## src/rtl/mdu_pkg.sv

```systemverilog
// Package for the multiply/divide unit: register indices, status bits,
// write-order tracking states and calculation times.
// Assumes a single system clock shared by host core and unit.
package mdu_pkg;
   // ----------------------------------------
   // Register indices and status layout
   // ----------------------------------------
   localparam logic [2:0] MDU_IDX_BYTE0 = 3'h0;
   localparam logic [2:0] MDU_IDX_BYTE1 = 3'h1;
   localparam logic [2:0] MDU_IDX_BYTE2 = 3'h2;
   localparam logic [2:0] MDU_IDX_BYTE3 = 3'h3;
   localparam logic [2:0] MDU_IDX_BYTE4 = 3'h4;
   localparam logic [2:0] MDU_IDX_BYTE5 = 3'h5;
   localparam logic [2:0] MDU_IDX_STATUS = 3'h6;
   localparam int MDU_ERR_BIT = 7;
   localparam int MDU_OVF_BIT = 6;
   localparam logic [7:0] MDU_STATUS_RST = 8'h00;
   // ----------------------------------------
   // Calculation times in system clock periods
   // ----------------------------------------
   localparam int MDU_DIV32_CYC = 17;
   localparam int MDU_DIV16_CYC = 9;
   localparam int MDU_MUL_CYC = 11;
   // ----------------------------------------
   // Operations and write-order tracking
   // ----------------------------------------
   typedef enum logic [1:0] {
      MDU_OP_DIV32 = 2'h0,
      MDU_OP_DIV16 = 2'h1,
      MDU_OP_MUL = 2'h2
   } mdu_op_t;
   // Gray codes along the 32/16 divide path
   typedef enum logic [3:0] {
      MDU_SQ_IDLE = 4'h0,
      MDU_SQ_W0 = 4'h1,
      MDU_SQ_W01 = 4'h3,
      MDU_SQ_W012 = 4'h2,
      MDU_SQ_W0123 = 4'h6,
      MDU_SQ_W01234 = 4'h7,
      MDU_SQ_W014 = 4'h5,
      MDU_SQ_W04 = 4'h4,
      MDU_SQ_W041 = 4'hC
   } mdu_seq_t;
endpackage

```

## src/rtl/mdu_reg_if.sv

```systemverilog
// Interface carrying the host core's register port to the unit.
// Assumes single-cycle read and write strobes on one clock.
`timescale 1ns/1ps
interface mdu_reg_if;
   logic wr;
   logic rd;
   logic [2:0] addr;
   logic [7:0] wdata;
   logic [7:0] rdata;
   logic busy;
   modport unit (input wr, input rd, input addr, input wdata,
      output rdata, output busy);
   modport core (output wr, output rd, output addr, output wdata,
      input rdata, input busy);
endinterface

```

## src/rtl/mdu_unit.sv

```systemverilog
// Multiply/divide unit: six operand/result bytes and a status register.
// Assumes the core's strobes are synchronous to i_clk_sys.
//
// How it works
// - 16x16 multiply, 32/16 divide, unsigned.
// - Start only on write completing order.
// - Host writes low byte before high byte.
// - Gaps between operand writes are harmless.
// - Writes 0..5 select 32/16 divide.
// - Writes 0,1,4,5 select 16/16 divide.
// - Writes 0,4,1,5 select multiply.
// - Busy 17, 9 or 11 clocks.
// - Host leaves data registers alone while busy.
// - Data byte access while busy sets error bit 7.
// - Status read after completion clears error.
// - Completion rewrites overflow bit 6.
// - Status bits 5..0 read zero.
// - Host checks status before taking results.
// - 32/16 results: quotient 0..3, remainder 4..5.
// - 16/16 results: quotient 0,1, remainder 4,5.
// - Product bytes 0..3 in registers 0..3.
// - Gaps between result reads are harmless.
// - Host does not sleep while busy.
`timescale 1ns/1ps
module mdu_unit
   import mdu_pkg::*;
(
   // Clock and reset
   input wire logic i_clk_sys,
   input wire logic i_sys_rst,
   // Register port
   mdu_reg_if.unit bus
);
   // ----------------------------------------
   // State
   // ----------------------------------------
   logic [7:0] data_r [0:5];
   mdu_seq_t seq_r, seq_nxt;
   mdu_op_t op_r;
   logic [4:0] cnt_r;
   logic busy_r;
   logic err_r;
   logic ovf_r;
   logic start;
   mdu_op_t start_op;
   logic data_acc;
   logic done;
   logic [31:0] dvd;
   logic [15:0] dvs;
   logic [31:0] quo;
   logic [15:0] rem;
   logic [31:0] prod;

   assign data_acc = (bus.wr | bus.rd) && bus.addr <= MDU_IDX_BYTE5;
   assign done = busy_r && cnt_r == 5'h01;
   assign bus.busy = busy_r;

   // ----------------------------------------
   // Write-order tracking
   // ----------------------------------------
   always_comb begin
      seq_nxt = seq_r;
      start = 1'b0;
      start_op = MDU_OP_DIV32;
      if (bus.wr && !busy_r && bus.addr <= MDU_IDX_BYTE5) begin
         seq_nxt = MDU_SQ_IDLE;
         unique case (bus.addr)
            MDU_IDX_BYTE0: seq_nxt = MDU_SQ_W0;
            MDU_IDX_BYTE1: begin
               if (seq_r == MDU_SQ_W0) seq_nxt = MDU_SQ_W01;
               else if (seq_r == MDU_SQ_W04) seq_nxt = MDU_SQ_W041;
            end
            MDU_IDX_BYTE2: begin
               if (seq_r == MDU_SQ_W01) seq_nxt = MDU_SQ_W012;
            end
            MDU_IDX_BYTE3: begin
               if (seq_r == MDU_SQ_W012) seq_nxt = MDU_SQ_W0123;
            end
            MDU_IDX_BYTE4: begin
               if (seq_r == MDU_SQ_W0123) seq_nxt = MDU_SQ_W01234;
               else if (seq_r == MDU_SQ_W01) seq_nxt = MDU_SQ_W014;
               else if (seq_r == MDU_SQ_W0) seq_nxt = MDU_SQ_W04;
            end
            default: begin
               // Write order before the last operand byte decides the operation
               if (seq_r == MDU_SQ_W01234) begin
                  start = 1'b1;
                  start_op = MDU_OP_DIV32;
               end else if (seq_r == MDU_SQ_W014) begin
                  start = 1'b1;
                  start_op = MDU_OP_DIV16;
               end else if (seq_r == MDU_SQ_W041) begin
                  start = 1'b1;
                  start_op = MDU_OP_MUL;
               end
               seq_nxt = MDU_SQ_IDLE;
            end
         endcase
      end
   end

   // Other accesses leave the tracking untouched
   always_ff @(posedge i_clk_sys or posedge i_sys_rst) begin
      if (i_sys_rst) seq_r <= MDU_SQ_IDLE;
      else seq_r <= seq_nxt;
   end

   // ----------------------------------------
   // Calculation timer
   // ----------------------------------------
   always_ff @(posedge i_clk_sys or posedge i_sys_rst) begin
      if (i_sys_rst) begin
         busy_r <= 1'b0;
         cnt_r <= 5'h00;
         op_r <= MDU_OP_DIV32;
      end else if (start) begin
         busy_r <= 1'b1;
         op_r <= start_op;
         unique case (start_op)
            MDU_OP_DIV32: cnt_r <= 5'(MDU_DIV32_CYC);
            MDU_OP_DIV16: cnt_r <= 5'(MDU_DIV16_CYC);
            default: cnt_r <= 5'(MDU_MUL_CYC);
         endcase
      end else if (busy_r) begin
         cnt_r <= cnt_r - 5'h01;
         if (done) busy_r <= 1'b0;
      end
   end

   // ----------------------------------------
   // Arithmetic, settled on the operand bytes
   // ----------------------------------------
   always_comb begin
      dvs = {data_r[5], data_r[4]};
      if (op_r == MDU_OP_DIV32)
         dvd = {data_r[3], data_r[2], data_r[1], data_r[0]};
      else
         dvd = {16'h0000, data_r[1], data_r[0]};
      if (dvs == 16'h0000) begin
         quo = 32'hFFFFFFFF;
         rem = dvd[15:0];
      end else begin
         quo = dvd / {16'h0000, dvs};
         rem = 16'(dvd % {16'h0000, dvs});
      end
      prod = {data_r[1], data_r[0]} * {data_r[5], data_r[4]};
   end

   // ----------------------------------------
   // Operand/result bytes, no reset
   // ----------------------------------------
   always_ff @(posedge i_clk_sys) begin
      if (done) begin
         if (op_r == MDU_OP_MUL) begin
            {data_r[3], data_r[2], data_r[1], data_r[0]} <= prod;
         end else begin
            {data_r[3], data_r[2], data_r[1], data_r[0]} <= quo;
            {data_r[5], data_r[4]} <= rem;
         end
      end else if (bus.wr && !busy_r && bus.addr <= MDU_IDX_BYTE5) begin
         data_r[bus.addr] <= bus.wdata;
      end
   end

   // ----------------------------------------
   // Status flags
   // ----------------------------------------
   always_ff @(posedge i_clk_sys or posedge i_sys_rst) begin
      if (i_sys_rst) begin
         err_r <= MDU_STATUS_RST[MDU_ERR_BIT];
         ovf_r <= MDU_STATUS_RST[MDU_OVF_BIT];
      end else begin
         if (busy_r && data_acc) err_r <= 1'b1;
         else if (bus.rd && bus.addr == MDU_IDX_STATUS && !busy_r)
            err_r <= 1'b0;
         if (done) begin
            if (op_r == MDU_OP_MUL) ovf_r <= prod[31:16] != 16'h0000;
            else ovf_r <= dvs == 16'h0000;
         end
      end
   end

   // ----------------------------------------
   // Read data
   // ----------------------------------------
   always_comb begin
      bus.rdata = 8'h00;
      if (bus.addr <= MDU_IDX_BYTE5) bus.rdata = data_r[bus.addr];
      else if (bus.addr == MDU_IDX_STATUS)
         bus.rdata = {err_r, ovf_r, 6'h00};
   end
endmodule

```

## src/flat_wrapper.sv

```systemverilog
// flat-port wrapper written by rule: the top's interface ports become plain ports
module mdu_unit_flat import mdu_pkg::*;
  (i_clk_sys, i_sys_rst, bus_wr, bus_rd, bus_addr, bus_wdata, bus_rdata, bus_busy);
  mdu_reg_if bus_i ();
  input wire logic i_clk_sys;
  input wire logic i_sys_rst;
  input wire logic [$bits(bus_i.wr)-1:0] bus_wr;
  input wire logic [$bits(bus_i.rd)-1:0] bus_rd;
  input wire logic [$bits(bus_i.addr)-1:0] bus_addr;
  input wire logic [$bits(bus_i.wdata)-1:0] bus_wdata;
  output wire logic [$bits(bus_i.rdata)-1:0] bus_rdata;
  output wire logic [$bits(bus_i.busy)-1:0] bus_busy;
  assign bus_i.wr = bus_wr;
  assign bus_i.rd = bus_rd;
  assign bus_i.addr = bus_addr;
  assign bus_i.wdata = bus_wdata;
  assign bus_rdata = bus_i.rdata;
  assign bus_busy = bus_i.busy;
  mdu_unit u_core (.i_clk_sys(i_clk_sys), .i_sys_rst(i_sys_rst), .bus(bus_i));
endmodule
```

## config.mk

```make
export PLATFORM = sky130hd
export DESIGN_NAME = mdu_unit_flat
export DESIGN_NICKNAME = d
export VERILOG_FILES = /design/src/rtl/mdu_pkg.sv /design/src/rtl/mdu_reg_if.sv /design/src/rtl/mdu_unit.sv /design/src/flat_wrapper.sv
export SDC_FILE = /design/constraint.sdc
export NUM_CORES = 2
export LEC_CHECK = 0
export ABC_AREA = 1
export BUFFER_PORTS_ARGS = -buffer_cell sky130_fd_sc_hd__buf_2
export CORE_MARGIN = 1
export CORE_UTILIZATION = 45
export DETAILED_ROUTE_END_ITERATION = 6
export HOLD_SLACK_MARGIN = 0.03
export PLACE_DENSITY_LB_ADDON = 0.1
export REMOVE_ABC_BUFFERS = 1
export SLEW_MARGIN = 10
export SYNTH_ARGS = -nofsm -noshare
export SYNTH_HDL_FRONTEND = slang
export SYNTH_SLANG_ARGS = --single-unit
```

## constraint.sdc

```tcl
create_clock -name i_clk_sys -period 186 [get_ports i_clk_sys]
set_input_delay 27.9 -clock i_clk_sys [delete_from_list [all_inputs] [get_ports i_clk_sys]]
set_output_delay 27.9 -clock i_clk_sys [all_outputs]
set_load 0.01 [all_outputs]
```

==> Word-level counts from Yosys, hierarchy flattened <==
Cells that the tools add are included.
{ "op_classes": {"add_sub_neg": 1, "multipliers": 1, "div": 2, "magnitude_cmp": 3, "n_eq_ne": 17, "mux": 42, "bitwise": 2, "reduce_logical": 19} }
{ "op_table": {"columns": ["op", "count"], "rows": [
  ["$mux 32", 3],
  ["$mux 48", 2],
  ["$bwmux 48", 1],
  ["$mux 8", 5],
  ["$div 32x16->32", 1],
  ["$mod 32x16->32", 1],
  ["$mul 16x16->32", 1],
  ["$mux 16", 2],
  ["$bmux 8 s3", 1],
  ["$demux 8 s3", 1],
  ["$pmux 4 s5", 1],
  ["$eq 4x3->1 const B", 4],
  ["$logic_not 16->1", 1],
  ["$mux 4", 4],
  ["$reduce_bool 16->1", 1],
  ["$mux 2", 6],
  ["$mux 1", 11],
  ["$mux 5", 2],
  ["$pmux 5 s2", 1],
  ["$eq 4x2->1 const B", 2],
  ["$logic_and 1x1->1", 8],
  ["$eq 3x2->1 const B", 2],
  ["$eq 3x3->1 const B", 2],
  ["$mux 3", 2],
  ["19 further kinds", 22]
]} }
{ "totals": {"regBits": 62, "input_bits": 15, "out_inout_bits": 9, "elab_cells": 99} }

==> Longest topological paths before layout <==
{ "depth": {"ltp_word": 9, "ltp_mapped": 630, "depth_no_buf": 590} }

==> Worst setup path before layout <==
OpenSTA, ideal clock, no wires.
{ "synth_timing": {"path_type": "register to register", "startpoint": "register u_core.data_r[8] (netlist name)", "endpoint": "register u_core.data_r[9] (netlist name) (data pin)", "setup_ns": 0.252, "arrival_ns": 77.345, "required_ns": 185.748, "slack_ns": 108.403, "path_stages_with_launch": 599, "path_buffers": 43, "synth_period_minus_slack_ns": 77.597, "path_cell_list": "edfxtp_1 inv_1 ha_1 nor2_1 nor2_1 nand4_1 nand2_2 ha_1 o21ai_0 nand2_1 nand2_1 inv_1 nand3_1 nand2_1 inv_1 ha_1 nand2_1 nor3_1 [563 not listed] nand3_1 nand2_1 nand3_1 nand2_1 inv_1 o41ai_1 nand2_1 nand2_1 a21oi_1 nor3b_1 nand4_1 nor2_2 nand4_4 buf_6 nand3_1 nand3_1 nand2_1 nand2_1"} }
{ "synth_between": {"elab_chain_cells": 4, "word_cells_on_any_way": 5, "cone_classes": "div: 1; mux: 3; reduce/logical: 1"} }
{ "synth_lines": {"columns": ["item", "line_no", "source"], "rows": [
  ["start, declared", "mdu_unit.sv:37", "logic [7:0] data_r [0:5];"],
  ["start signal, assigned by index", "mdu_unit.sv:161", "data_r[bus.addr] <= bus.wdata;"],
  ["$mod 32x16->32 or $logic_not 16->1 (tied branches)", "mdu_unit.sv:144, mdu_unit.sv:139", null],
  ["$mux 16 *", "mdu_unit.sv:139", "if (dvs == 16'h0000) begin"],
  ["$mux 16 *", "mdu_unit.sv:154", "if (op_r == MDU_OP_MUL) begin"],
  ["$mux 48 *", "mdu_unit.sv:153", "if (done) begin"]
]} }
Mark *: on every way between the ends. The rest lies on a longest branch, timed or not. The select of a mux whose other input is x is not followed.
A chain may end at the register's enable or synchronous reset.

==> Final worst setup path <==
{ "layout_timing": {"startpoint": "register u_core.data_r[9] (netlist name)", "endpoint": "register u_core.data_r[3] (netlist name) (data pin)"} }
Same word-level chain as after synthesis.

==> results.sh <==
export IMPL_latest_clock_arrival_within_the_worst_skew_pair_ns=0.36
export IMPL_fp_coreArea_mm2=0.0826
export IMPL_crit_type="flip-flop to flip-flop"
export IMPL_synth_top_area_cell="sky130_fd_sc_hd__ha_1"
export IMPL_synthCells=5821
export IMPL_htree_num_levels=3
export IMPL_required_ns=186.09
export IMPL_finalCriticalPeriod_ns=87.93
export IMPL_post_cts_setup_repair_buffer_count=0
export IMPL_max_clock_freq_mhz=11.4
export IMPL_placement_setup_worst_slack_ns=98.65
export IMPL_max_cap_violations=0
export IMPL_first_pass_grt_wire_length_um=188000
export IMPL_library_cell_used_as_clock_root_buffer="sky130_fd_sc_hd__clkbuf_16"
export IMPL_run_status="completed"
export IMPL_numClockSinks=62
export IMPL_globalRouteOverflowTotal=0
export IMPL_total_routing_resource_utilization_after_global_routing=0.274
export IMPL_nets=6450
export IMPL_cts_tree="built"
export IMPL_number_of_buffers_inserted_by_port_buffering=23
export IMPL_rsz_0062_raised_after_global_routing="no"
export IMPL_cts_inserted_buffers=9
export IMPL_detailedRoute_firstPassIterationCount=6
export IMPL_start_util=0.458
export IMPL_netlist_area_mm2=0.0378
export IMPL_yosys_register_bits=62
export IMPL_critical_path_peak_fanout=36
export IMPL_finalCritPeriodShare=0.473
export IMPL_cts_hold_fix_buffers=0
export IMPL_detail_route_vias_per_cell=5.35
export IMPL_grt_start_max_net_pins=40
export IMPL_final_hold_violation_count=0
export IMPL_fin_hold_ws_ns=0.503
export IMPL_detail_route_wirelength_um=117000
export IMPL_io_pins=24
export IMPL_synth_enable_flop_cells=48
export IMPL_finClkSkew_ns=0.0160
export IMPL_grt_pass1_vias=34800
export IMPL_netlist_area_leader_share=0.166
export IMPL_hpwl_um=93900
export IMPL_fp_dieArea_mm2=0.0852
export IMPL_synth_warnings=0
export IMPL_r2r_cells=550
export IMPL_setup_worst_path_start_class="flip-flop"
export IMPL_synth_area_per_cell_um2=6.50
export IMPL_setup_viol=0
export IMPL_detailroute_via_count=36500
export IMPL_timing_final_max_slew_violations=0
export IMPL_initial_antenna_violation_count=6
export IMPL_hold_path_depth=2
export IMPL_finalWorstSetupSlack_ns=98.07
export IMPL_antenna_violating_nets_post_route=0
export IMPL_yosys_most_used_dff="sky130_fd_sc_hd__edfxtp_1"
export IMPL_synthArstFlopShare=0.226
export IMPL_post_synth_num_cell_types=86
export IMPL_die_width_um=292
export IMPL_crit_path_max_incr_delay_ns=0.73
export IMPL_cts_max_path_buffers=2
export IMPL_drc=0
export IMPL_synth_sequential_area_ratio=0.0474
export IMPL_detail_route_wl_per_cell_um=17.2
export IMPL_worst_setup_path_end_kind="flip-flop"
export IMPL_post_route_cells_drive_above_1_share=0.0947
export IMPL_rows=105
export IMPL_arrival_ns=88.03
export IMPL_crit_path_top_delay_cell="sky130_fd_sc_hd__edfxtp_1"
export IMPL_syn2layout_area_growth_pct=2.39
export IMPL_tns_ns=0
export IMPL_hp_class="flip-flop to flip-flop"
export IMPL_gp_congestion=0.950
export IMPL_drt_iter0_markers=2574
export IMPL_post_cts_resize_count=0
export IMPL_max_slew_margin=0.208
export IMPL_crit_top_cell="sky130_fd_sc_hd__nand2_1"
export IMPL_clk_transition_reported_paths_ns=0.06
export IMPL_die_y_um=292
export IMPL_tightestPinTransition_ns=1.18
export IMPL_post_synth_main_area_contributors="sky130_fd_sc_hd__ha_1, sky130_fd_sc_hd__nand2_1, sky130_fd_sc_hd__fa_1"
==> through the flow <==
step                      utilization  instance area (µm²)  std cells
final                           0.469                38700       6816
after global placement          0.465                38400       6797
after CTS                       0.469                38700       6813
after floorplan                     -                36600       5650
after global routing            0.469                38700       6815
after detailed placement        0.465                38400       6797
==> cell type report <==
type | instances | area [µm²]
inverters | 1086 | 4140
flip-flops and latches | 62 | 1790
well taps | 1070 | 1340
repair buffers | 77 | 520
multi-input cells | 4502 | 30700
diodes | 3 | 7.51
fillers | 8742 | 43900
clock inverters | 7 | 57.6
clock buffers | 9 | 225
==> placed cells by master (no fill, tap or decap), drive strengths merged, types with 104 or more instances in the layout <==
cell / count
o21ai: 407
xor2: 216
inv: 1066
ha: 502
nor2: 337
nand3: 400
fa: 195
a21oi: 331
nand4: 104
nand2: 1545
==> worst max-delay path: cells and delay by family, from the launching register on <==
family | cells | cell delay (ns)
buffers and inverters | 108 | 13.32
and+or+nand+nor | 238 | 30.39
AOI/OAI and AO/OA | 173 | 32.33
adders and majority gates | 31 | 10.62
DFF | 1 | 0.73
==> state kept, by name, summed over array words and instances, names as in the netlist <==
name             cells
u_core.op_r          2
u_core.err_r         1
u_core.bus.busy      1
u_core.ovf_r         1
u_core.seq_r         4
u_core.data_r       48
u_core.cnt_r         5
==> synth_stat cells, types with 17 or more instances <==
cell                       number
sky130_fd_sc_hd__a21oi_1      313
sky130_fd_sc_hd__nor4_1        17
sky130_fd_sc_hd__nand3_2       74
sky130_fd_sc_hd__nand3_1      314
sky130_fd_sc_hd__clkbuf_1      81
sky130_fd_sc_hd__buf_6         45
sky130_fd_sc_hd__o21bai_1      43
sky130_fd_sc_hd__o22ai_1       24
sky130_fd_sc_hd__ha_1         502
sky130_fd_sc_hd__nor2_1       262
sky130_fd_sc_hd__nand2_1     1411
sky130_fd_sc_hd__xor2_1       216
sky130_fd_sc_hd__xnor2_1      102
sky130_fd_sc_hd__nand4_1       99
sky130_fd_sc_hd__o21ai_2       17
sky130_fd_sc_hd__fa_1         195
sky130_fd_sc_hd__nor2_2        38
sky130_fd_sc_hd__edfxtp_1      48
sky130_fd_sc_hd__nand2_2       99
sky130_fd_sc_hd__o31ai_1       19
sky130_fd_sc_hd__inv_1       1019
sky130_fd_sc_hd__nor2_4        34
sky130_fd_sc_hd__nor3_1        45
sky130_fd_sc_hd__o221ai_1      21
sky130_fd_sc_hd__inv_2         41
sky130_fd_sc_hd__nand2_4       32
sky130_fd_sc_hd__o21ai_0      363
sky130_fd_sc_hd__o21ai_1       26
sky130_fd_sc_hd__o211ai_1      17
sky130_fd_sc_hd__or2_2         46
sky130_fd_sc_hd__a21o_1        21
==> layer usage <==
layer / vias to the layer above / wire length, µm / track usage
met3: 136 / 7100 / 0.0301
met2: 912 / 52100 / 0.453
met5: - / 0 / 0
met1: 16800 / 55400 / 0.384
li1: 18600 / - / -
met4: 0 / 2570 / 0.0566
==> logic make-up (layout without fill, tap and decap cells) <==
logic type	after synthesis	count (layout)	synth area share
buf+inv	1257	1179	0.142
simple gates	2539	2539	0.322
xor+xnor	318	318	0.0736
flops	62	62	0.0474
fa+ha+maj	697	697	0.269
other cells	0	3	0
compound gates	948	948	0.145
==> path summary, 6_finish.rpt <==
check	endpoint	startpoint	slack (ns)
worst max-delay path	u_core.data_r[3]	u_core.data_r[9]	98.07
worst min-delay path	u_core.err_r	u_core.err_r	0.50
worst max register to register	u_core.data_r[3]	u_core.data_r[9]	98.07
worst min register to register	u_core.err_r	u_core.err_r	0.50
max in group asynchronous	u_core.err_r	i_sys_rst	157.95
min in group asynchronous	u_core.cnt_r[1]	i_sys_rst	27.64
Power is left out: the tool's default activity adds up to more than one toggle a clock period on the data nets, which glitch-free logic cannot reach.
